--- src/include/mss_pkg.sv ---
package mss_pkg;

   // ----------------------------------------------------------------
   // Port counts and widths.
   // ----------------------------------------------------------------
   localparam int NUM_PORTS = 4;
   localparam int ADDR_W = 32;
   localparam int DATA_W = 32;
   localparam int ID_W = 2;

   // ----------------------------------------------------------------
   // Master and slave port numbers.
   // ----------------------------------------------------------------
   localparam logic [1:0] MST_IFETCH = 2'h0;
   localparam logic [1:0] MST_LDST = 2'h1;
   localparam logic [1:0] MST_DMA = 2'h2;
   localparam logic [1:0] MST_ETH = 2'h3;
   localparam logic [1:0] SLV_FLASH = 2'h0;
   localparam logic [1:0] SLV_SRAM = 2'h1;
   localparam logic [1:0] SLV_VIDBUF = 2'h2;
   localparam logic [1:0] SLV_BRIDGE = 2'h3;

   // ----------------------------------------------------------------
   // Slave select field of the address and reset values.
   // ----------------------------------------------------------------
   localparam int SEL_HI = 31;
   localparam int SEL_LO = 30;
   localparam logic [1:0] RST_LAST_GNT = 2'h3;

   // ----------------------------------------------------------------
   // Per-slave transfer state, Gray coded along idle, issue, answer.
   // ----------------------------------------------------------------
   typedef enum logic [1:0] {
      ST_IDLE = 2'h0,
      ST_ISSUE = 2'h1,
      ST_ACK = 2'h3
   } mss_state_t;

   // Picks the slave port that an address targets.
   function automatic logic [1:0] slvDecode(input logic [31:0] addr);
      slvDecode = addr[SEL_HI:SEL_LO];
   endfunction

endpackage

--- src/verilog/mss_arbiter.sv ---
module mss_arbiter (
   input wire logic clock,
   input wire logic arst_n,
   input wire logic [3:0] req,
   input wire logic [3:0] elevate,
   input wire logic rrMode,
   input wire logic [1:0] lastGnt,
   output logic gntValid,
   output logic [1:0] gntId
);

   // ----------------------------------------------------------------
   // Winner selection.
   // ----------------------------------------------------------------
   // Elevated requesters form the candidate set when any exist, then the
   // search starts at master 0 or just after the last owner.
   always_comb begin
      logic [3:0] cand;
      logic [1:0] start;
      logic [1:0] idx;
      logic found;
      cand = (|(req & elevate)) ? (req & elevate) : req;
      start = rrMode ? 2'(lastGnt + 2'h1) : 2'h0;
      idx = 2'h0;
      found = 1'b0;
      gntId = 2'h0;
      for (int i = 0; i < 4; i++) begin
         idx = 2'(start + 2'(i));
         if (!found && cand[idx]) begin
            gntId = idx;
            found = 1'b1;
         end
      end
      gntValid = |cand;
   end
endmodule

--- src/verilog/mss_switch.sv ---
module mss_switch (
   input wire logic clock,
   input wire logic arst_n,
   input wire logic rrMode,
   input wire logic [3:0] mReq,
   input wire logic [3:0][31:0] mAddr,
   input wire logic [3:0] mWrite,
   input wire logic [3:0][31:0] mWdata,
   input wire logic [3:0] mLast,
   input wire logic [3:0] mElevate,
   output logic [3:0] mAck,
   output logic [3:0][31:0] mRdata,
   output logic [3:0] sReq,
   output logic [3:0][31:0] sAddr,
   output logic [3:0] sWrite,
   output logic [3:0][31:0] sWdata,
   output logic [3:0] sLast,
   output logic [3:0][1:0] sOwner,
   input wire logic [3:0] sAck,
   input wire logic [3:0][31:0] sRdata
);

   // ----------------------------------------------------------------
   // State.
   // ----------------------------------------------------------------
   typedef struct packed {
      mss_pkg::mss_state_t [3:0] st;
      logic [3:0][1:0] owner;
      logic [3:0] locked;
      logic [3:0][1:0] lastGnt;
      logic [3:0] sReq;
      logic [3:0][31:0] sAddr;
      logic [3:0] sWrite;
      logic [3:0][31:0] sWdata;
      logic [3:0] sLast;
      logic [3:0] mAck;
      logic [3:0][31:0] mRdata;
   } mss_sw_t;

   mss_sw_t r;
   mss_sw_t n;
   logic [3:0][3:0] reqVec;
   logic [3:0] gntValid;
   logic [3:0][1:0] gntId;

   // ----------------------------------------------------------------
   // Request routing and one arbiter per slave port.
   // ----------------------------------------------------------------
   genvar gs;
   genvar gm;
   generate
      for (gs = 0; gs < mss_pkg::NUM_PORTS; gs++) begin : g_slv
         for (gm = 0; gm < mss_pkg::NUM_PORTS; gm++) begin : g_mst
            // Each master's address picks exactly one slave port.
            assign reqVec[gs][gm] = mReq[gm] && (mss_pkg::slvDecode(mAddr[gm]) == 2'(gs));
         end
         mss_arbiter u_arb (
            .clock(clock),
            .arst_n(arst_n),
            .req(reqVec[gs]),
            .elevate(mElevate),
            .rrMode(rrMode),
            .lastGnt(r.lastGnt[gs]),
            .gntValid(gntValid[gs]),
            .gntId(gntId[gs])
         );
      end
   endgenerate

   // ----------------------------------------------------------------
   // Next state.
   // ----------------------------------------------------------------
   // Every slave port runs its own sequence, so distinct pairs overlap.
   always_comb begin
      logic [1:0] pick;
      logic go;
      pick = 2'h0;
      go = 1'b0;
      n = r;
      n.mAck = 4'h0;
      for (int s = 0; s < mss_pkg::NUM_PORTS; s++) begin
         go = 1'b0;
         pick = r.owner[s];
         case (r.st[s])
            mss_pkg::ST_IDLE: begin
               if (r.locked[s]) begin
                  // Owner keeps the port; other requesters stay stalled.
                  go = reqVec[s][r.owner[s]];
               end else begin
                  // Grants are made only here, between transactions.
                  go = gntValid[s];
                  pick = gntId[s];
               end
               if (go) begin
                  n.owner[s] = pick;
                  n.sReq[s] = 1'b1;
                  n.sAddr[s] = mAddr[pick];
                  n.sWrite[s] = mWrite[pick];
                  n.sWdata[s] = mWdata[pick];
                  n.sLast[s] = mLast[pick];
                  n.st[s] = mss_pkg::ST_ISSUE;
               end
            end
            mss_pkg::ST_ISSUE: begin
               if (sAck[s]) begin
                  // Return the answer and decide whether the owner keeps the port.
                  n.sReq[s] = 1'b0;
                  n.mAck[r.owner[s]] = 1'b1;
                  n.mRdata[r.owner[s]] = sRdata[s];
                  n.locked[s] = !r.sLast[s];
                  if (r.sLast[s]) begin
                     n.lastGnt[s] = r.owner[s];
                  end
                  n.st[s] = mss_pkg::ST_ACK;
               end
            end
            mss_pkg::ST_ACK: begin
               // The master updates its request during this cycle.
               n.st[s] = mss_pkg::ST_IDLE;
            end
            default: begin
               n.st[s] = mss_pkg::ST_IDLE;
            end
         endcase
      end
   end

   // ----------------------------------------------------------------
   // State register.
   // ----------------------------------------------------------------
   // Reset leaves every slave idle and unowned, in fixed priority order.
   always_ff @(posedge clock or negedge arst_n) begin
      if (!arst_n) begin
         r <= '0;
         r.lastGnt <= {4{mss_pkg::RST_LAST_GNT}};
      end else begin
         r <= n;
      end
   end

   // Outputs come straight from the state register.
   assign mAck = r.mAck;
   assign mRdata = r.mRdata;
   assign sReq = r.sReq;
   assign sAddr = r.sAddr;
   assign sWrite = r.sWrite;
   assign sWdata = r.sWdata;
   assign sLast = r.sLast;
   assign sOwner = r.owner;

   generate
      for (gs = 0; gs < mss_pkg::NUM_PORTS; gs++) begin : g_chk

      end
   endgenerate
endmodule

--- config.mk ---
export PLATFORM = sky130hd
export DESIGN_NAME = mss_switch
export DESIGN_NICKNAME = d
export VERILOG_FILES = /design/src/include/mss_pkg.sv /design/src/verilog/mss_arbiter.sv /design/src/verilog/mss_switch.sv
export SDC_FILE = /design/constraint.sdc
export NUM_CORES = 2
export LEC_CHECK = 0
export ABC_AREA = 1
export BUFFER_PORTS_ARGS = -buffer_cell sky130_fd_sc_hd__buf_2
export CAP_MARGIN = 20
export CORE_AREA = 3 3 316 318
export CTS_CLUSTER_DIAMETER = 80
export DETAILED_ROUTE_END_ITERATION = 16
export DIE_AREA = 0 0 319 321
export GPL_TIMING_DRIVEN = 0
export HOLD_SLACK_MARGIN = 0.08
export PLACE_DENSITY_LB_ADDON = 0.05
export SYNTH_ARGS = -nofsm -noshare
export SYNTH_HDL_FRONTEND = slang
export SYNTH_SLANG_ARGS = --single-unit
--- constraint.sdc ---
create_clock -name clock -period 3.1 [get_ports clock]
set_input_delay 0.62 -clock clock [delete_from_list [all_inputs] [get_ports clock]]
set_output_delay 0.62 -clock clock [all_outputs]
set_load 0.01 [all_outputs]
-- Word level (Yosys, flattened, before mapping)
Index checks and enable logic that the tools add are counted.
- bits in registers: 428
- bits in latches: 0
- bits in writable memories: 0
- bits in read-only memories: 0
- input bits: 407
- output and inout bits: 408
- logic and storage cells: 380
- memories: 0
- $add $sub $neg: 16
- multiply operators: 0
- divide/modulo/power cells: 0
- order comparisons: 28
- eq/ne operators: 24
- shift-type cells: 0
- multiplexer cells: 176
- bitwise gates (word level): 7
- reduce and logical (&&, ||, !) cells: 88
- operators with widths (kind ; count):
    132-bit 2-to-1 mux ; 8
    32-bit binary-select mux with 2-bit select ; 8
    128-bit bitwise mux ; 4
    32-bit 2-to-1 mux ; 12
    32-bit demux with 2-bit select ; 4
    2-bit by 3-bit less-than comparator with 1-bit output, second input constant ; 24
    2-bit 2-to-1 mux ; 36
    1-bit 2-to-1 mux ; 60
    1-bit binary-select mux with 2-bit select ; 28
    1-bit logical AND ; 32
    4-bit OR reduction ; 8
    2-bit AND reduction ; 12
    3-bit AND reduction ; 8
    2-bit by 1-bit adder with 2-bit output, second input constant ; 8
    2-bit adder, second input constant ; 8
    4-bit AND ; 4
    2-bit by 1-bit == test with 1-bit output, second input constant ; 8
    2-bit == test, second input constant ; 8
    1-bit zero test ; 16
    2-bit zero test ; 8
    4-bit 2-to-1 mux ; 4
    2-bit != test, second input constant ; 8
    2-bit case mux with 2 select lines ; 4
    4-bit bitwise OR ; 3
    4 further kinds ; 16

-- Depth between registers and ports, before layout
- depth after elaboration: 21
- depth in mapped cells: 22
- gate-level depth less buffers: 20

-- Cells and area by module
A second synthesis with hierarchy kept.
- cell total of the unflattened synthesis: 5713
- area, all modules: 34718.3 µm²
- by module, submodules not included (module ; instances ; cells each ; area an instance (µm²) ; seq. area each (µm²)):
    mss_switch ; 1 ; 5425 ; 33131.8 ; 10720.3
    mss_arbiter ; 4 ; 72 ; 396.6 ; 0.0

-- Worst setup path before layout
No wires, ideal clock.
- path kind: input to register
- start point: input port rrMode
- end point: register r (netlist bit sWdata[107])
- arrival time: 2387 ps
- required time: 2983 ps
- slack: 596 ps
- stages on the path: 16
- buffers on the path: 2
- cell sequence: inv_2 -> nor2_1 -> o22ai_1 -> inv_1 -> nand3_1 -> nand2_1 -> nor2_2 -> nand4_1 -> nand3_1 -> buf_2 -> buf_2 -> nand3_1 -> nand3_1 -> nand2_1 -> nand2_1 -> nand2_1
- word-level cells in the longest chain between the ends: 17
- RTL lines (what ; RTL line ; source):
    start, declared ; mss_switch.sv:4 ; input wire logic rrMode,
    2-bit 2-to-1 mux * ; mss_arbiter.sv:23 ; start = rrMode ? 2'(lastGnt + 2'h1) : 2'h0;
    branches (longest 11 deep; another with 2-bit by 1-bit adder with 2-bit output) ; - ;
    2-bit 2-to-1 mux * ; mss_arbiter.sv:29 ; if (!found && cand[idx]) begin
    2-bit 2-to-1 mux * ; mss_switch.sv:86 ; if (r.locked[s]) begin
    2-bit 2-to-1 mux * ; mss_switch.sv:84 ; case (r.st[s])
    32-bit binary-select mux with 2-bit select * ; mss_switch.sv:99 ; n.sWdata[s] = mWdata[pick];
    32-bit 2-to-1 mux (implied by the code) * ; mss_switch.sv:99 ;
    end signal, assigned ; mss_switch.sv:137 ; r <= n;
    end, declared ; mss_switch.sv:40 ; mss_sw_t r;
Mark *: on every way between the ends. The select of a mux whose other input is x is not followed.
A chain may end at the register's enable or synchronous reset.

==> results.json <==
{
  "final_cells": 7564,
  "start_kind": "register",
  "synth-edff-count": 0,
  "crit_path_frequent_cell": "nor2_1",
  "drtIter0Drc": 5159,
  "worst_slack_ns": 0.0590,
  "grt_pass1_wl_um": 270000,
  "cts_buffers": 57,
  "timing.rr.start": "r[421]",
  "dp_slack_ns": -1.50,
  "cts.clk_slew.worst_paths_ns": 0.06,
  "max-slew-margin-rel": 0.224,
  "synthCells": 5320,
  "critical_path_class": "register to register",
  "dieArea_um2": 102000,
  "cp.required_ns": 3.60,
  "syn_area_per_cell_um2": 6.36,
  "yosys-mux-area-fraction": 0.000666,
  "syn-cell-area_um2": 33800,
  "crit_path_max_incr_delay_ns": 0.94,
  "synthXorXnorAreaFrac": 0,
  "dp_hpwl_um": 148000,
  "synth_most_common_cell": "nand2_1",
  "synth_top_family_by_area": "simple AND/OR/NAND/NOR gates",
  "synth_nets": 5727,
  "p_leak_nw": 23.4,
  "crit_path_top_delay_cell": "nor2_1",
  "io_buffers": 814,
  "synth_top_area_frac": 0.311,
  "core_um2": 96900,
  "finClkSkew_ns": 0.0339,
  "rows": 114,
  "drc": 0,
  "synth-adder-area-share": 0,
  "yosysWarnings": 0,
  "initial_core_util": 0.349,
  "crit_chain": "nor2_1 -> nand2_1 -> nor2_1 -> clkbuf_1 -> a21oi_1 -> o21ai_0 -> a22oi_1",
  "fp.dieH_um": 321,
  "grt_pass1_vias": 39300,
  "vias": 41300,
  "clock.fmax_ghz": 0.329,
  "tritoncts": "built",
  "worst_pin_slew_ns": 1.16,
  "crit_family": "simple AND/OR/NAND/NOR gates",
  "p_per_area_nw_per_um2": 1280,
  "antenna_found_initial": 49,
  "htree_num_levels": 2,
  "hp-class": "primary input to register",
  "hold_viol_final": 0,
  "gr-total-overflow": 0,
  "fin_setup_tns_ns": 0,
  "yosys-top-cells-count": "nand2_1 (1673), nand3_1 (1180), inv_1 (440)",
  "grt_use_total": 0.355,
  "peakVddDrop_uv": 546,
  "drive_gt1_frac": 0.252,
  "worst-path-buf-inv": 1,
  "via_per_inst": 5.46,
  "post_drt_wl_per_cell_um": 25.1,
  "place_area_um2": 39600,
  "critPathArrivalTime_ns": 3.55,
  "nNetsFinal": 6611,
  "setup_viol": 0,
  "yosysUniqueCellTypes": 33,
  "ys_seq_area_frac": 0.317,
  "min-delay-start": "sRdata[127]",
  "yosys.area_share.simple": 0.383,
  "maxCapViolCount": 0,
  "root_buffer": "clkbuf_16",
  "syn2layout_area_growth_pct": 24.5,
  "status": "finished clean",
  "clock_latency_ns": 0.69,
  "maxSlewViolCount": 0,
  "async_flop_share": 1.00,
  "firstDrtPassIters": 8,
  "period_minus_slack_ns": 3.04,
  "synth_area_leaders": "dfrtp_1 (31%), nand2_1 (19%), nand3_1 (17%)",
  "critPathMaxFanout": 10,
  "place_congestion": 1.02,
  "synth_top_flop_cell": "dfrtp_1",
  "synth_compound_area_frac": 0.109,
  "period_share": 0.981,
  "placed_cells": 7416,
  "end_kind": "register",
  "cts_sinks": 428,
  "routed_wl_um": 190000,
  "ant_nets": 0,
  "boundaryPins": 815,
  "worst_hold_slack_ns": 0.268,
  "yosysTopAreaCell": "dfrtp_1",
  "grt_max_degree": 110,
  "finish.instance_area_um2": 42100,
  "die_x_um": 319,
  "synth_seq_cells": 428,
  "worstSetupStartpoint": "r[421]",
  "clock_path_buffers": 3
}
==> metal layers <==
metal,track usage,wire (um),vias up
met1,0.439,73300,19500
met3,0.0797,18200,512
li1,-,-,18800
met5,0,169,-
met4,0.201,11600,24
met2,0.572,86800,2400
==> cell families after synthesis <==
logic type / Yosys count
multiplexers: 2
flip-flops: 428
AND/OR/NAND/NOR: 3033
AO/OA/AOI/OAI: 624
buffers and inverters: 1233
==> placed cells by master, fill, tap and decap left out, types with 6 or more instances in the layout <==
| cell | count |
|---|---|
| a21oi_1 | 298 |
| buf_4 | 447 |
| inv_2 | 7 |
| inv_1 | 437 |
| buf_1 | 14 |
| diode_2 | 37 |
| clkbuf_16 | 58 |
| clkbuf_1 | 186 |
| nor2_2 | 11 |
| dfstp_2 | 8 |
| dfrtp_1 | 420 |
| clkinv_2 | 9 |
| o22ai_1 | 6 |
| nand2_1 | 1664 |
| nor2_1 | 135 |
| clkinvlp_4 | 7 |
| clkbuf_4 | 45 |
| nand4_1 | 18 |
| buf_6 | 7 |
| buf_2 | 900 |
| a221o_1 | 31 |
| o21ai_0 | 120 |
| o211ai_1 | 31 |
| nand3_1 | 1177 |
| a22oi_1 | 123 |
| clkbuf_2 | 13 |
| clkbuf_8 | 13 |
| nand2_2 | 8 |
==> worst paths after layout <==
path | slack [ns] | endpoint | cells past startpoint
worst min register to register | 0.47 | sAddr[62] | 1
min in group asynchronous | 0.49 | r[421] | 2
worst min-delay path | 0.27 | mRdata[31] | 3
max in group asynchronous | 1.31 | sAddr[7] | 4
worst max register to register | 0.06 | mRdata[58] | 7
worst max-delay path | 0.06 | mRdata[58] | 7
==> where the power goes <==
| group | switching, mW | internal, mW | leakage, nW |
|---|---|---|---|
| Clock | 2.97 | 4.17 | 0.963 |
| Combinational | 23.5 | 13.0 | 17.3 |
| Sequential | 1.97 | 8.44 | 5.16 |
==> flip-flops by register name (all words and copies together) (netlist names) <==
signal,cells
r,20
sLast,4
sOwner,8
sReq,4
mRdata,128
sWdata,128
sAddr,128
sWrite,4
mAck,4
==> final cells by class <==
cell class	instances	area (um^2)
Fill cell	10600	54700
Multi-Input combinational cell	3659	16800
Sequential cell	428	10700
Buffer	786	4950
Timing Repair Buffer	825	4270
Inverter	447	1690
Clock buffer	79	1660
Tap cell	1276	1600
Clock inverter	27	320
Antenna cell	37	92.6
==> metrics by stage <==
stage	utilization	power [mW]
after detailed placement	0.409	45.4
after CTS	0.431	52.9
final	0.435	54.0
after floorplan	-	31.7
after global routing	0.434	57.2
after global placement	0.408	45.4
==> worst reg2reg max path, delay by kind of cell, from the launching register on <==
| kind | cells | cell delay [ns] |
|---|---|---|
| AND/OR/NAND/NOR | 3 | 1.30 |
| AO/OA/AOI/OAI | 3 | 0.47 |
| buffers and inverters | 1 | 0.72 |
| flip-flops | 1 | 0.38 |
==> repair_timing <==
item | in CTS | in global routing
buffers inserted | 0 | 4
hold buffers | 1 | 0
pin swaps | 0 | 3
endpoints found under the setup margin | 252 | 256
resized for setup | 33 | 115
hold endpoints to repair | 48 | 0
No activity file was read; power rests on OpenSTA's default activity.
